--- src/hdl/lkn_map.vh ---
// constants for the link-on notification block
`ifndef LKN_MAP_VH
`define LKN_MAP_VH

// clock rate of core_clk in MHz (20 ns period)
`define LKN_CLK_MHZ 50
// square wave: full period and half period in clock cycles
`define LKN_WAVE_PERIOD_CYC 4'h8
`define LKN_WAVE_HALF_CYC 3'h4
// longest wake time after a power cycle, in microseconds, and as cycles (rounded down)
`define LKN_PWR_WAKE_US 167
`define LKN_PWR_WAKE_CYC (`LKN_PWR_WAKE_US * `LKN_CLK_MHZ)
// highest power class that still requests a wake after a power cycle
`define LKN_PWR_CLASS_MAX 3'h4
// cycles the synchroniser needs before captured straps are trustworthy
`define LKN_STRAP_SETTLE_CYC 2'h3
// reset values
`define LKN_STRAP_RST 6'h00
`define LKN_TIMER_RST 14'h0000
`define LKN_PHASE_RST 2'h0
`define LKN_WAVE_RST 1'b0

`endif

--- src/hdl/lkn_sync.v ---
// two-flop synchroniser for a bundle of asynchronous levels
module lkn_sync #(
  parameter WIDTH = 1
) (
  input wire core_clk,
  input wire arst_n,
  input wire [WIDTH-1:0] async_in,
  output wire [WIDTH-1:0] sync_out
);

  reg [WIDTH-1:0] meta_q;
  reg [WIDTH-1:0] sync_q;

  // first stage feeds the second stage only
  always @(posedge core_clk or negedge arst_n) begin
    if (!arst_n) begin
      meta_q <= {WIDTH{1'b0}};
      sync_q <= {WIDTH{1'b0}};
    end else begin
      meta_q <= async_in;
      sync_q <= meta_q;
    end
  end

  assign sync_out = sync_q;

endmodule // lkn_sync

--- src/hdl/lkn_wake_notify.v ---
// link-on notification driver for the combined mode-strap / wake pin
`include "lkn_map.vh"

module lkn_wake_notify #(
  parameter PWR_WAKE_CYC = `LKN_PWR_WAKE_CYC
) (
  input wire core_clk,
  input wire arst_n,
  // strap pins and the combined pin (three-signal form)
  input wire mode_strap_zero,
  input wire mode_strap_one,
  input wire mode_strap_two,
  input wire mode_strap_three,
  input wire mode_strap_four,
  input wire mode_strap_five_wake_pin_in,
  output wire mode_strap_five_wake_pin_out,
  output wire mode_strap_five_wake_pin_oe_n,
  // link layer status
  input wire link_power_status_in,
  input wire link_active_ctrl_bit,
  // interrupt register bits (levels, same clock)
  input wire port_event_irq_bit,
  input wire config_timeout_irq_bit,
  input wire cable_power_irq_bit,
  // events from the packet and reset logic (one-cycle pulses, same clock)
  input wire link_on_pkt_rx,
  input wire bus_reset_evt,
  input wire power_cycle_evt,
  input wire [2:0] power_class,
  // captured straps and status
  output wire [5:0] strap_mode,
  output wire strap_valid,
  output wire wake_notify_out,
  output wire wake_active,
  output wire wake_by_pkt,
  output wire wake_by_pwr,
  output wire pwr_wake_expired
);

  ////////////////////////////////////////////////////////////////////////////
  // derived constants

  // the give-up timer is 14 bits wide, so PWR_WAKE_CYC must not exceed 16384
  localparam [31:0] PWR_WAKE_LAST = PWR_WAKE_CYC - 1;
  // last phase of a half period and last cycle of the strap settle count
  localparam [2:0] WAVE_LAST_PHASE = `LKN_WAVE_HALF_CYC - 3'h1;
  localparam [1:0] SETTLE_LAST = `LKN_STRAP_SETTLE_CYC - 2'h1;

  ////////////////////////////////////////////////////////////////////////////
  // synchronised pins
  // link power status comes from the controller's side and is synced like the straps

  wire [6:0] pins_async;
  wire [6:0] pins_sync;
  wire [5:0] straps_sync;
  wire lps_sync;

  assign pins_async = {link_power_status_in, mode_strap_five_wake_pin_in, mode_strap_four,
                       mode_strap_three, mode_strap_two, mode_strap_one, mode_strap_zero};

  lkn_sync #(
    .WIDTH(7)
  ) u_pin_sync (
    .core_clk(core_clk),
    .arst_n(arst_n),
    .async_in(pins_async),
    .sync_out(pins_sync)
  );

  assign straps_sync = pins_sync[5:0];
  assign lps_sync = pins_sync[6];

  ////////////////////////////////////////////////////////////////////////////
  // strap capture

  // the pin stays undriven until the straps are captured, so the external
  // strap resistor still sets the level while the synchroniser fills
  reg [1:0] settle_q;
  reg [1:0] settle_d;
  reg strap_valid_q;
  reg strap_valid_d;
  reg [5:0] strap_q;
  reg [5:0] strap_d;
  wire settle_done;

  // both synchroniser stages hold post-reset pin samples by now, so the
  // capture never sees a level latched while reset was still applied
  assign settle_done = (settle_q == SETTLE_LAST);

  always @* begin
    settle_d = settle_q;
    strap_valid_d = strap_valid_q;
    strap_d = strap_q;
    if (!strap_valid_q) begin
      if (settle_done) begin
        strap_d = straps_sync;
        strap_valid_d = 1'b1;
      end else begin
        settle_d = settle_q + 2'h1;
      end
    end
  end

  always @(posedge core_clk or negedge arst_n) begin
    if (!arst_n) begin
      settle_q <= 2'h0;
      strap_valid_q <= 1'b0;
      strap_q <= `LKN_STRAP_RST;
    end else begin
      settle_q <= settle_d;
      strap_valid_q <= strap_valid_d;
      strap_q <= strap_d;
    end
  end

  assign strap_mode = strap_q;
  assign strap_valid = strap_valid_q;

  ////////////////////////////////////////////////////////////////////////////
  // controller state and wake causes

  function class_may_wake;
    input [2:0] pc;
    begin
      class_may_wake = (pc <= `LKN_PWR_CLASS_MAX);
    end
  endfunction

  // a cause only takes effect while the controller is idle and the pin is ours;
  // shared by the packet, power-cycle and activation paths
  function may_start;
    input llc_act;
    input valid;
    begin
      may_start = valid & ~llc_act;
    end
  endfunction

  wire llc_active;
  wire irq_any;

  // controller counts as active only when both indications agree
  assign llc_active = lps_sync & link_active_ctrl_bit;
  // interrupt bits are levels, so a bit still set when the controller drops
  // restarts notification with no extra memory
  assign irq_any = port_event_irq_bit | config_timeout_irq_bit | cable_power_irq_bit;

  reg pkt_q;
  reg pkt_d;
  reg pwr_q;
  reg pwr_d;
  reg [13:0] pwr_tmr_q;
  reg [13:0] pwr_tmr_d;
  reg expired_q;
  reg expired_d;
  wire pwr_tmr_done;

  assign pwr_tmr_done = (pwr_tmr_q == PWR_WAKE_LAST[13:0]);

  // packet cause: set wins over the clears; a packet seen while the controller
  // is active is dropped, not remembered
  always @* begin
    pkt_d = pkt_q;
    if (llc_active) begin
      pkt_d = 1'b0;
    end
    // a bus reset drops only the packet cause, interrupt bits keep the wave going
    if (bus_reset_evt) begin
      pkt_d = 1'b0;
    end
    if (link_on_pkt_rx && may_start(llc_active, strap_valid_q)) begin
      pkt_d = 1'b1;
    end
  end

  // an interrupt bit that is also set keeps the wave going past the give-up
  // point; only the power-cycle cause itself expires
  // power-cycle cause with its give-up timer
  always @* begin
    pwr_d = pwr_q;
    pwr_tmr_d = pwr_tmr_q;
    expired_d = 1'b0;
    if (pwr_q) begin
      if (llc_active) begin
        pwr_d = 1'b0;
        pwr_tmr_d = `LKN_TIMER_RST;
      end else if (pwr_tmr_done) begin
        pwr_d = 1'b0;
        pwr_tmr_d = `LKN_TIMER_RST;
        expired_d = 1'b1;
      end else begin
        pwr_tmr_d = pwr_tmr_q + 14'h0001;
      end
    end
    // a fresh power cycle restarts the full wake window
    if (power_cycle_evt && class_may_wake(power_class) &&
        may_start(llc_active, strap_valid_q)) begin
      pwr_d = 1'b1;
      pwr_tmr_d = `LKN_TIMER_RST;
      expired_d = 1'b0;
    end
  end

  always @(posedge core_clk or negedge arst_n) begin
    if (!arst_n) begin
      pkt_q <= 1'b0;
      pwr_q <= 1'b0;
      pwr_tmr_q <= `LKN_TIMER_RST;
      expired_q <= 1'b0;
    end else begin
      pkt_q <= pkt_d;
      pwr_q <= pwr_d;
      pwr_tmr_q <= pwr_tmr_d;
      expired_q <= expired_d;
    end
  end

  ////////////////////////////////////////////////////////////////////////////
  // activation

  wire any_cause;
  wire active_now;

  // interrupt bits are not cleared by a bus reset, so they keep it going
  assign any_cause = irq_any | pkt_q | pwr_q;
  assign active_now = may_start(llc_active, strap_valid_q) & any_cause;

  ////////////////////////////////////////////////////////////////////////////
  // square wave

  reg active_q;
  reg [1:0] phase_q;
  reg [1:0] phase_d;
  reg wave_q;
  reg wave_d;
  wire half_done;

  assign half_done = (phase_q == WAVE_LAST_PHASE[1:0]);

  always @* begin
    phase_d = `LKN_PHASE_RST;
    wave_d = `LKN_WAVE_RST;
    if (active_now) begin
      if (!active_q) begin
        // a new activation always begins with a full low half
        phase_d = 2'h1;
        wave_d = `LKN_WAVE_RST;
      end else if (half_done) begin
        phase_d = `LKN_PHASE_RST;
        wave_d = ~wave_q;
      end else begin
        phase_d = phase_q + 2'h1;
        wave_d = wave_q;
      end
    end
  end

  always @(posedge core_clk or negedge arst_n) begin
    if (!arst_n) begin
      active_q <= 1'b0;
      phase_q <= `LKN_PHASE_RST;
      wave_q <= `LKN_WAVE_RST;
    end else begin
      active_q <= active_now;
      phase_q <= phase_d;
      wave_q <= wave_d;
    end
  end

  ////////////////////////////////////////////////////////////////////////////
  // pin drive

  // while undriven, the bus holder and strap resistor set the level that the
  // straps read; the output value only matters once the enable turns on
  // wave_q is forced low whenever inactive, so the idle level is a driven 0
  assign mode_strap_five_wake_pin_out = wave_q;
  assign mode_strap_five_wake_pin_oe_n = ~strap_valid_q;

  ////////////////////////////////////////////////////////////////////////////
  // status

  assign wake_notify_out = wave_q;
  assign wake_active = active_q;
  assign wake_by_pkt = pkt_q;
  assign wake_by_pwr = pwr_q;
  assign pwr_wake_expired = expired_q;

endmodule // lkn_wake_notify

--- config.mk ---
export PLATFORM = sky130hd
export DESIGN_NAME = lkn_wake_notify
export DESIGN_NICKNAME = d
export VERILOG_FILES = /design/src/hdl/lkn_sync.v /design/src/hdl/lkn_wake_notify.v
export VERILOG_INCLUDE_DIRS = /design/src /design/src/hdl
export SDC_FILE = /design/constraint.sdc
export NUM_CORES = 1
export LEC_CHECK = 0
export BUFFER_PORTS_ARGS = -buffer_cell sky130_fd_sc_hd__clkbuf_2
export CAP_MARGIN = 0
export CORE_MARGIN = 2
export CORE_UTILIZATION = 39
export CTS_BUF_LIST = sky130_fd_sc_hd__clkbuf_4 sky130_fd_sc_hd__clkbuf_8 sky130_fd_sc_hd__clkbuf_16
export DETAILED_ROUTE_END_ITERATION = 10
export PLACE_DENSITY_LB_ADDON = 0.3
export SETUP_SLACK_MARGIN = 0.4
export SYNTH_ARGS = -nofsm -noshare
export SYNTH_HDL_FRONTEND = slang
export SYNTH_SLANG_ARGS = --single-unit
--- constraint.sdc ---
create_clock -name core_clk -period 2.4 [get_ports core_clk]
set_clock_uncertainty 0.1 [all_clocks]
set_input_delay 0.24 -clock core_clk [delete_from_list [all_inputs] [get_ports core_clk]]
set_output_delay 0.24 -clock core_clk [all_outputs]
set_load 0.1 [all_outputs]
# Word level (Yosys, flattened, before mapping)
# Cells that the tools add are included.
[op_classes]
add_sub_neg = 3
n_reduce_logical = 7
n_eq_ne = 4
magnitude_cmp = 1
n_bitwise = 11
mux = 23
[ops]
columns = ["operator", "count"]
rows = [
  ["14-bit two-way mux", 4],
  ["1-bit two-way mux", 16],
  ["14-bit by 1-bit adder with 14-bit output (second input constant)", 1],
  ["14-bit == test (second input constant)", 1],
  ["2-bit two-way mux", 3],
  ["2-bit by 1-bit adder with 2-bit output (second input constant)", 2],
  ["2-bit == test (second input constant)", 2],
  ["1-bit NOT", 4],
  ["1-bit OR", 4],
  ["2-bit AND reduction", 2],
  ["1-bit bitwise AND", 3],
  ["3-bit less-or-equal comparator (second input constant)", 1],
  ["1-bit logical AND", 3],
  ["3-bit by 2-bit inequality test with 1-bit output (second input constant)", 1],
  ["3-bit nonzero test", 1],
  ["2-bit nonzero test", 1],
]
[totals]
out_inout_bits = 14
input_bits = 19
register_bits = 44
wordCells = 61

# Depth between registers and ports, before layout
[depth]
ltp_word = 6
mapped_depth = 7
depth_no_buf = 6

# By module
# From an unflattened synthesis, not the netlist that was laid out.
[hier_totals]
cells_unflattened = 160
area_unflattened_um2 = 1898.1
[by_module_without_submodules]
columns = ["mod", "instances", "seq_area_each_um2", "cells_per_inst", "area_each_um2"]
rows = [
  ["lkn_wake_notify", 1, 750.7, 146, 1547.7],
  ["lkn_sync", 1, 350.3, 14, 350.3],
]

# Least setup slack after synthesis
# OpenSTA, ideal clock, no wires.
[synth_timing]
path_type = "reg-to-reg"
from = "register strap_valid_q (netlist: strap_valid)"
to = "register pwr_tmr_q[3]"
stages_incl_launch_ff = 7
required_time_ns = 2.176
slack_ns = 0.027
period_less_slack_ns = 2.373
arrival_time_ns = 2.149
path_buffers = 2
path_cell_list = "dfrtp_1 nand2_1 o211ai_1 clkbuf_1 clkbuf_1 nor3_1 a211o_1"
[synth_via]
elab_chain_len = 3
word_cells_on_any_way = 4
classes_between = "mux: 1; bitwise: 1; reduce/logical: 2"
[synth_rtl]
columns = ["item", "line_no", "source"]
rows = [
  ["start, declared", "lkn_wake_notify.v:80", "reg strap_valid_q;"],
  ["start signal, assigned", "lkn_wake_notify.v:111", "strap_valid_q <= strap_valid_d;"],
  ["1-bit bitwise AND *", "lkn_wake_notify.v:135", "may_start = valid & ~llc_act;"],
  ["1-bit logical AND *", "lkn_wake_notify.v:196", "if (power_cycle_evt && class_may_wake(power_class) &&"],
  ["14-bit two-way mux or 2-bit nonzero test (tied branches)", "--", ""],
  ["end signal, assigned", "lkn_wake_notify.v:208", "pwr_tmr_q <= `LKN_TIMER_RST;"],
  ["end signal, assigned", "lkn_wake_notify.v:213", "pwr_tmr_q <= pwr_tmr_d;"],
  ["end, declared", "lkn_wake_notify.v:152", "reg [13:0] pwr_tmr_q;"],
]
# Every way passes the cells marked *; elsewhere a longest branch is shown, timed or not.
# A chain may end at the register's enable or synchronous reset.

# Final worst setup path
[layout_timing]
from = "register pwr_tmr_q[9]"
to = "register pwr_tmr_q[3]"
[layout_via]
elab_chain_len = 5
[layout_rtl]
columns = ["item", "line_no", "source"]
rows = [
  ["14-bit == test", "lkn_wake_notify.v:158", "assign pwr_tmr_done = (pwr_tmr_q == PWR_WAKE_LAST[13:0]);"],
  ["14-bit two-way mux", "lkn_wake_notify.v:187", "end else if (pwr_tmr_done) begin"],
  ["14-bit two-way mux", "lkn_wake_notify.v:184", "if (llc_active) begin"],
  ["14-bit two-way mux", "lkn_wake_notify.v:183", "if (pwr_q) begin"],
  ["14-bit two-way mux", "lkn_wake_notify.v:196", ""],
]
# No other way between the ends. The select of a mux whose other input is x is not followed.

==> results.sh <==
export IMPL_grt_pass1_wl_um=6065
export IMPL_setup_tns_ns=0
export IMPL_numCtsBuffers=5
export IMPL_num_io_pins=33
export IMPL_outcome="finished clean"
export IMPL_diodes=0
export IMPL_p_leak_nw=1.133
export IMPL_ir_drop_uv=515.6
export IMPL_avgSynthCellArea_um2=11.84
export IMPL_power_mw=1.699
export IMPL_drv_slew=0
export IMPL_syn_inst=162
export IMPL_hpwl_um=2427
export IMPL_ant_nets=0
export IMPL_path_cells="or4_4 > nor4_4 > buf_6 > nor4_2 > a211o_1"
export IMPL_regArea_mm2=0.001110
export IMPL_start_util=0.4061
export IMPL_tightest_slew_ns=0.6453
export IMPL_cts_sinks=44
export IMPL_fin_util=0.5258
export IMPL_p_seq_frac=0.478
export IMPL_wl_per_cell_um=13.27
export IMPL_core_mm2=0.004723
export IMPL_port_buffer_count=32
export IMPL_firstDrtPassIters=4
export IMPL_cts_root_buf="clkbuf_8"
export IMPL_clock_power_share=0.345
export IMPL_cp_num_buf_inv=1
export IMPL_fin_nets=238
export IMPL_p_int_mw=1.209
export IMPL_rsz0062_at_grt="true"
export IMPL_arrival_ns=2.15
export IMPL_first_global_vias=1306
export IMPL_cp_startpoint="pwr_tmr_q[9]"
export IMPL_fin_crit_ns=2.074
export IMPL_drt_iter0_drc=79
export IMPL_hold_viol=0
export IMPL_ys_warnings_count=0
export IMPL_dieArea_mm2=0.005495
export IMPL_relSlewSlack=0.5678
export IMPL_area_growth_pct=29.48
export IMPL_cts_clk_slew_worst_paths_ns=0.08
export IMPL_drv_cap=0
export IMPL_track_usage=0.1492
export IMPL_gp_congestion=0.7538
export IMPL_antenna_found_initial=0
export IMPL_ys_seq_area_frac=0.5740
export IMPL_p_per_area_mw_per_mm2=684.2
export IMPL_grt_max_degree=21
export IMPL_setup_ws_ns=0.3263
export IMPL_hold_path_class="input pin to flip-flop"
export IMPL_synthArstFlopShare=1.000
export IMPL_syn_nets=185
export IMPL_clock_latency_ns=0.29
export IMPL_post_route_period_util=0.8640
export IMPL_endpoint_kind="flip-flop"
export IMPL_cts_max_level=2
export IMPL_overflow=0
export IMPL_vias=1427
export IMPL_viasPerCell=5.042
export IMPL_synth_edf_count=0
export IMPL_ys_flop_type="dfrtp_1"
export IMPL_pre_cts_ws_ns=0.3451
export IMPL_p_sw_frac=0.2886
export IMPL_clk_path_buf_depth=2
export IMPL_critPathTopFamily="simple AND/OR/NAND/NOR gates"
export IMPL_ys_ff_latch=44
export IMPL_drive_above_1_share=0.3704
export IMPL_remaining_drc_errors=0
export IMPL_crit_required_ns=2.48
export IMPL_p_sw_mw=0.4904
export IMPL_die_w_um=74.13
export IMPL_multiInputGateArea_um2=787.0
export IMPL_cts_tree="built"
export IMPL_r2r_start="pwr_tmr_q[9]"
export IMPL_nFillCells=406
export IMPL_setup_viol=0
export IMPL_fp_dieH_um=74.13
export IMPL_cpPeakStageDelay_ns=0.56
export IMPL_rows=25
export IMPL_min_from="link_active_ctrl_bit"
export IMPL_syn_area_mm2=0.001918
export IMPL_wl_um=3755
export IMPL_cpMaxStageDelayCell="or4_4"
export IMPL_fmax_mhz=482.2
export IMPL_criticalPathCategory="flip-flop to flip-flop"
export IMPL_power_frac_comb=0.177
export IMPL_cp_max_fo=6
export IMPL_synth_cell_types=46
export IMPL_critPathLaunchType="flip-flop"
power by group through the flow:
stage | clock network (mW) | registers, mW | logic (mW)
after global routing | 0.640 | 0.818 | 0.325
after global placement | 0 | 0.827 | 0.265
final | 0.586 | 0.812 | 0.302
after CTS | 0.605 | 0.814 | 0.278
after floorplan | 0 | 0.921 | 0.101
after detailed placement | 0 | 0.829 | 0.267
routing by layer:
layer / GRT usage / wire length (um) / share of wire / vias to the layer above
met4: 0.06061 / 48 / 0.013 / 0
met2: 0.2282 / 1741 / 0.46 / 24
met5: 0 / 0 / 0 / -
li1: - / - / - / 702
met3: 0.04472 / 141 / 0.038 / 4
met1: 0.1995 / 1823 / 0.49 / 697
sequential cells by signal, summed over array words and instances, names as in the netlist:
| signal | count |
|---|---|
| u_pin_sync.meta_q | 7 |
| wake_by_pwr | 1 |
| pwr_wake_expired | 1 |
| pwr_tmr_q | 14 |
| mode_strap_five_wake_pin_out | 1 |
| wake_by_pkt | 1 |
| strap_mode | 6 |
| settle_q | 2 |
| phase_q | 2 |
| wake_active | 1 |
| strap_valid | 1 |
| u_pin_sync.sync_out | 7 |
final timing paths:
kind / slack [ns] / cells past startpoint / to
setup / recovery: 0.33 / 5 / pwr_tmr_q[3]
hold / removal: 0.04 / 2 / wake_by_pkt
setup reg to reg: 0.33 / 5 / pwr_tmr_q[3]
hold reg to reg: 0.25 / 0 / u_pin_sync.sync_out[3]
max in group asynchronous: 1.26 / 3 / settle_q[0]
min in group asynchronous: 0.34 / 2 / pwr_tmr_q[11]
cell type report:
class,count,share of cell area
clock buffer,6,0.03325
clock inverter,2,0.01562
inverter,7,0.01058
multi-input combinational,102,0.3169
sequential,44,0.4468
tap,67,0.03375
timing repair buffer,55,0.1431
logic make-up (layout without fill, tap and decap cells):
logic type,count (synthesis),count (layout),share of synthesized area
DFF,44,44,0.5740
and+or+nand+nor,52,52,0.1657
adders and majority gates,4,4,0.02609
xor gates and xnor gates,3,3,0.01370
muxes,6,6,0.03522
AOI/OAI and AO/OA,37,37,0.1435
buffers and inverters,16,70,0.04174
cell usage after synthesis, types with 3 or more instances:
cell,count,share of area
nand2_1,16,0.031
mux2_2,6,0.035
nor4b_1,3,0.014
clkbuf_1,4,0.0078
o21a_1,4,0.016
nor4_1,4,0.013
and3_1,5,0.016
dfrtp_1,44,0.57
nand3_1,4,0.010
o31ai_1,4,0.016
inv_1,7,0.014
ha_1,4,0.026
a21o_1,4,0.016
o21ai_0,6,0.016
buf_4,3,0.012
or4_1,4,0.016
through the flow:
stage	hold WS, ns	std cells	instance area, um2
after floorplan	-0.1556	162	1923
after global placement	0.1405	258	2158
after detailed placement	0.1371	258	2158
after CTS	0.02791	279	2410
after global routing	0.05094	283	2484
final	0.04119	283	2484
cells in the final DEF (no fill, tap or decap), drive strengths merged, types with 3 or more instances in the layout:
| cell type | Yosys | layout |
|---|---|---|
| dlygate4sd3 | 0 | 8 |
| nand3 | 5 | 5 |
| and3 | 5 | 5 |
| nor4b | 3 | 3 |
| inv | 7 | 7 |
| o21ai | 6 | 6 |
| ha | 4 | 4 |
| dfrtp | 44 | 44 |
| mux2 | 6 | 6 |
| buf | 5 | 15 |
| or4 | 4 | 4 |
| a21o | 4 | 4 |
| o21a | 4 | 4 |
| nand2 | 16 | 16 |
| nor4 | 5 | 5 |
| clkbuf | 4 | 38 |
| o31ai | 4 | 4 |
repair_timing:
item | in CTS | in global routing
setup buffers | 3 | 4
pin swaps | 4 | 3
endpoints found under the hold margin | 25 | 0
gates resized for setup | 6 | 10
hold buffers | 8 | 0
cloned | 2 | 0
setup endpoints to repair | 9 | 14
(Power assumes the default switching activity.)
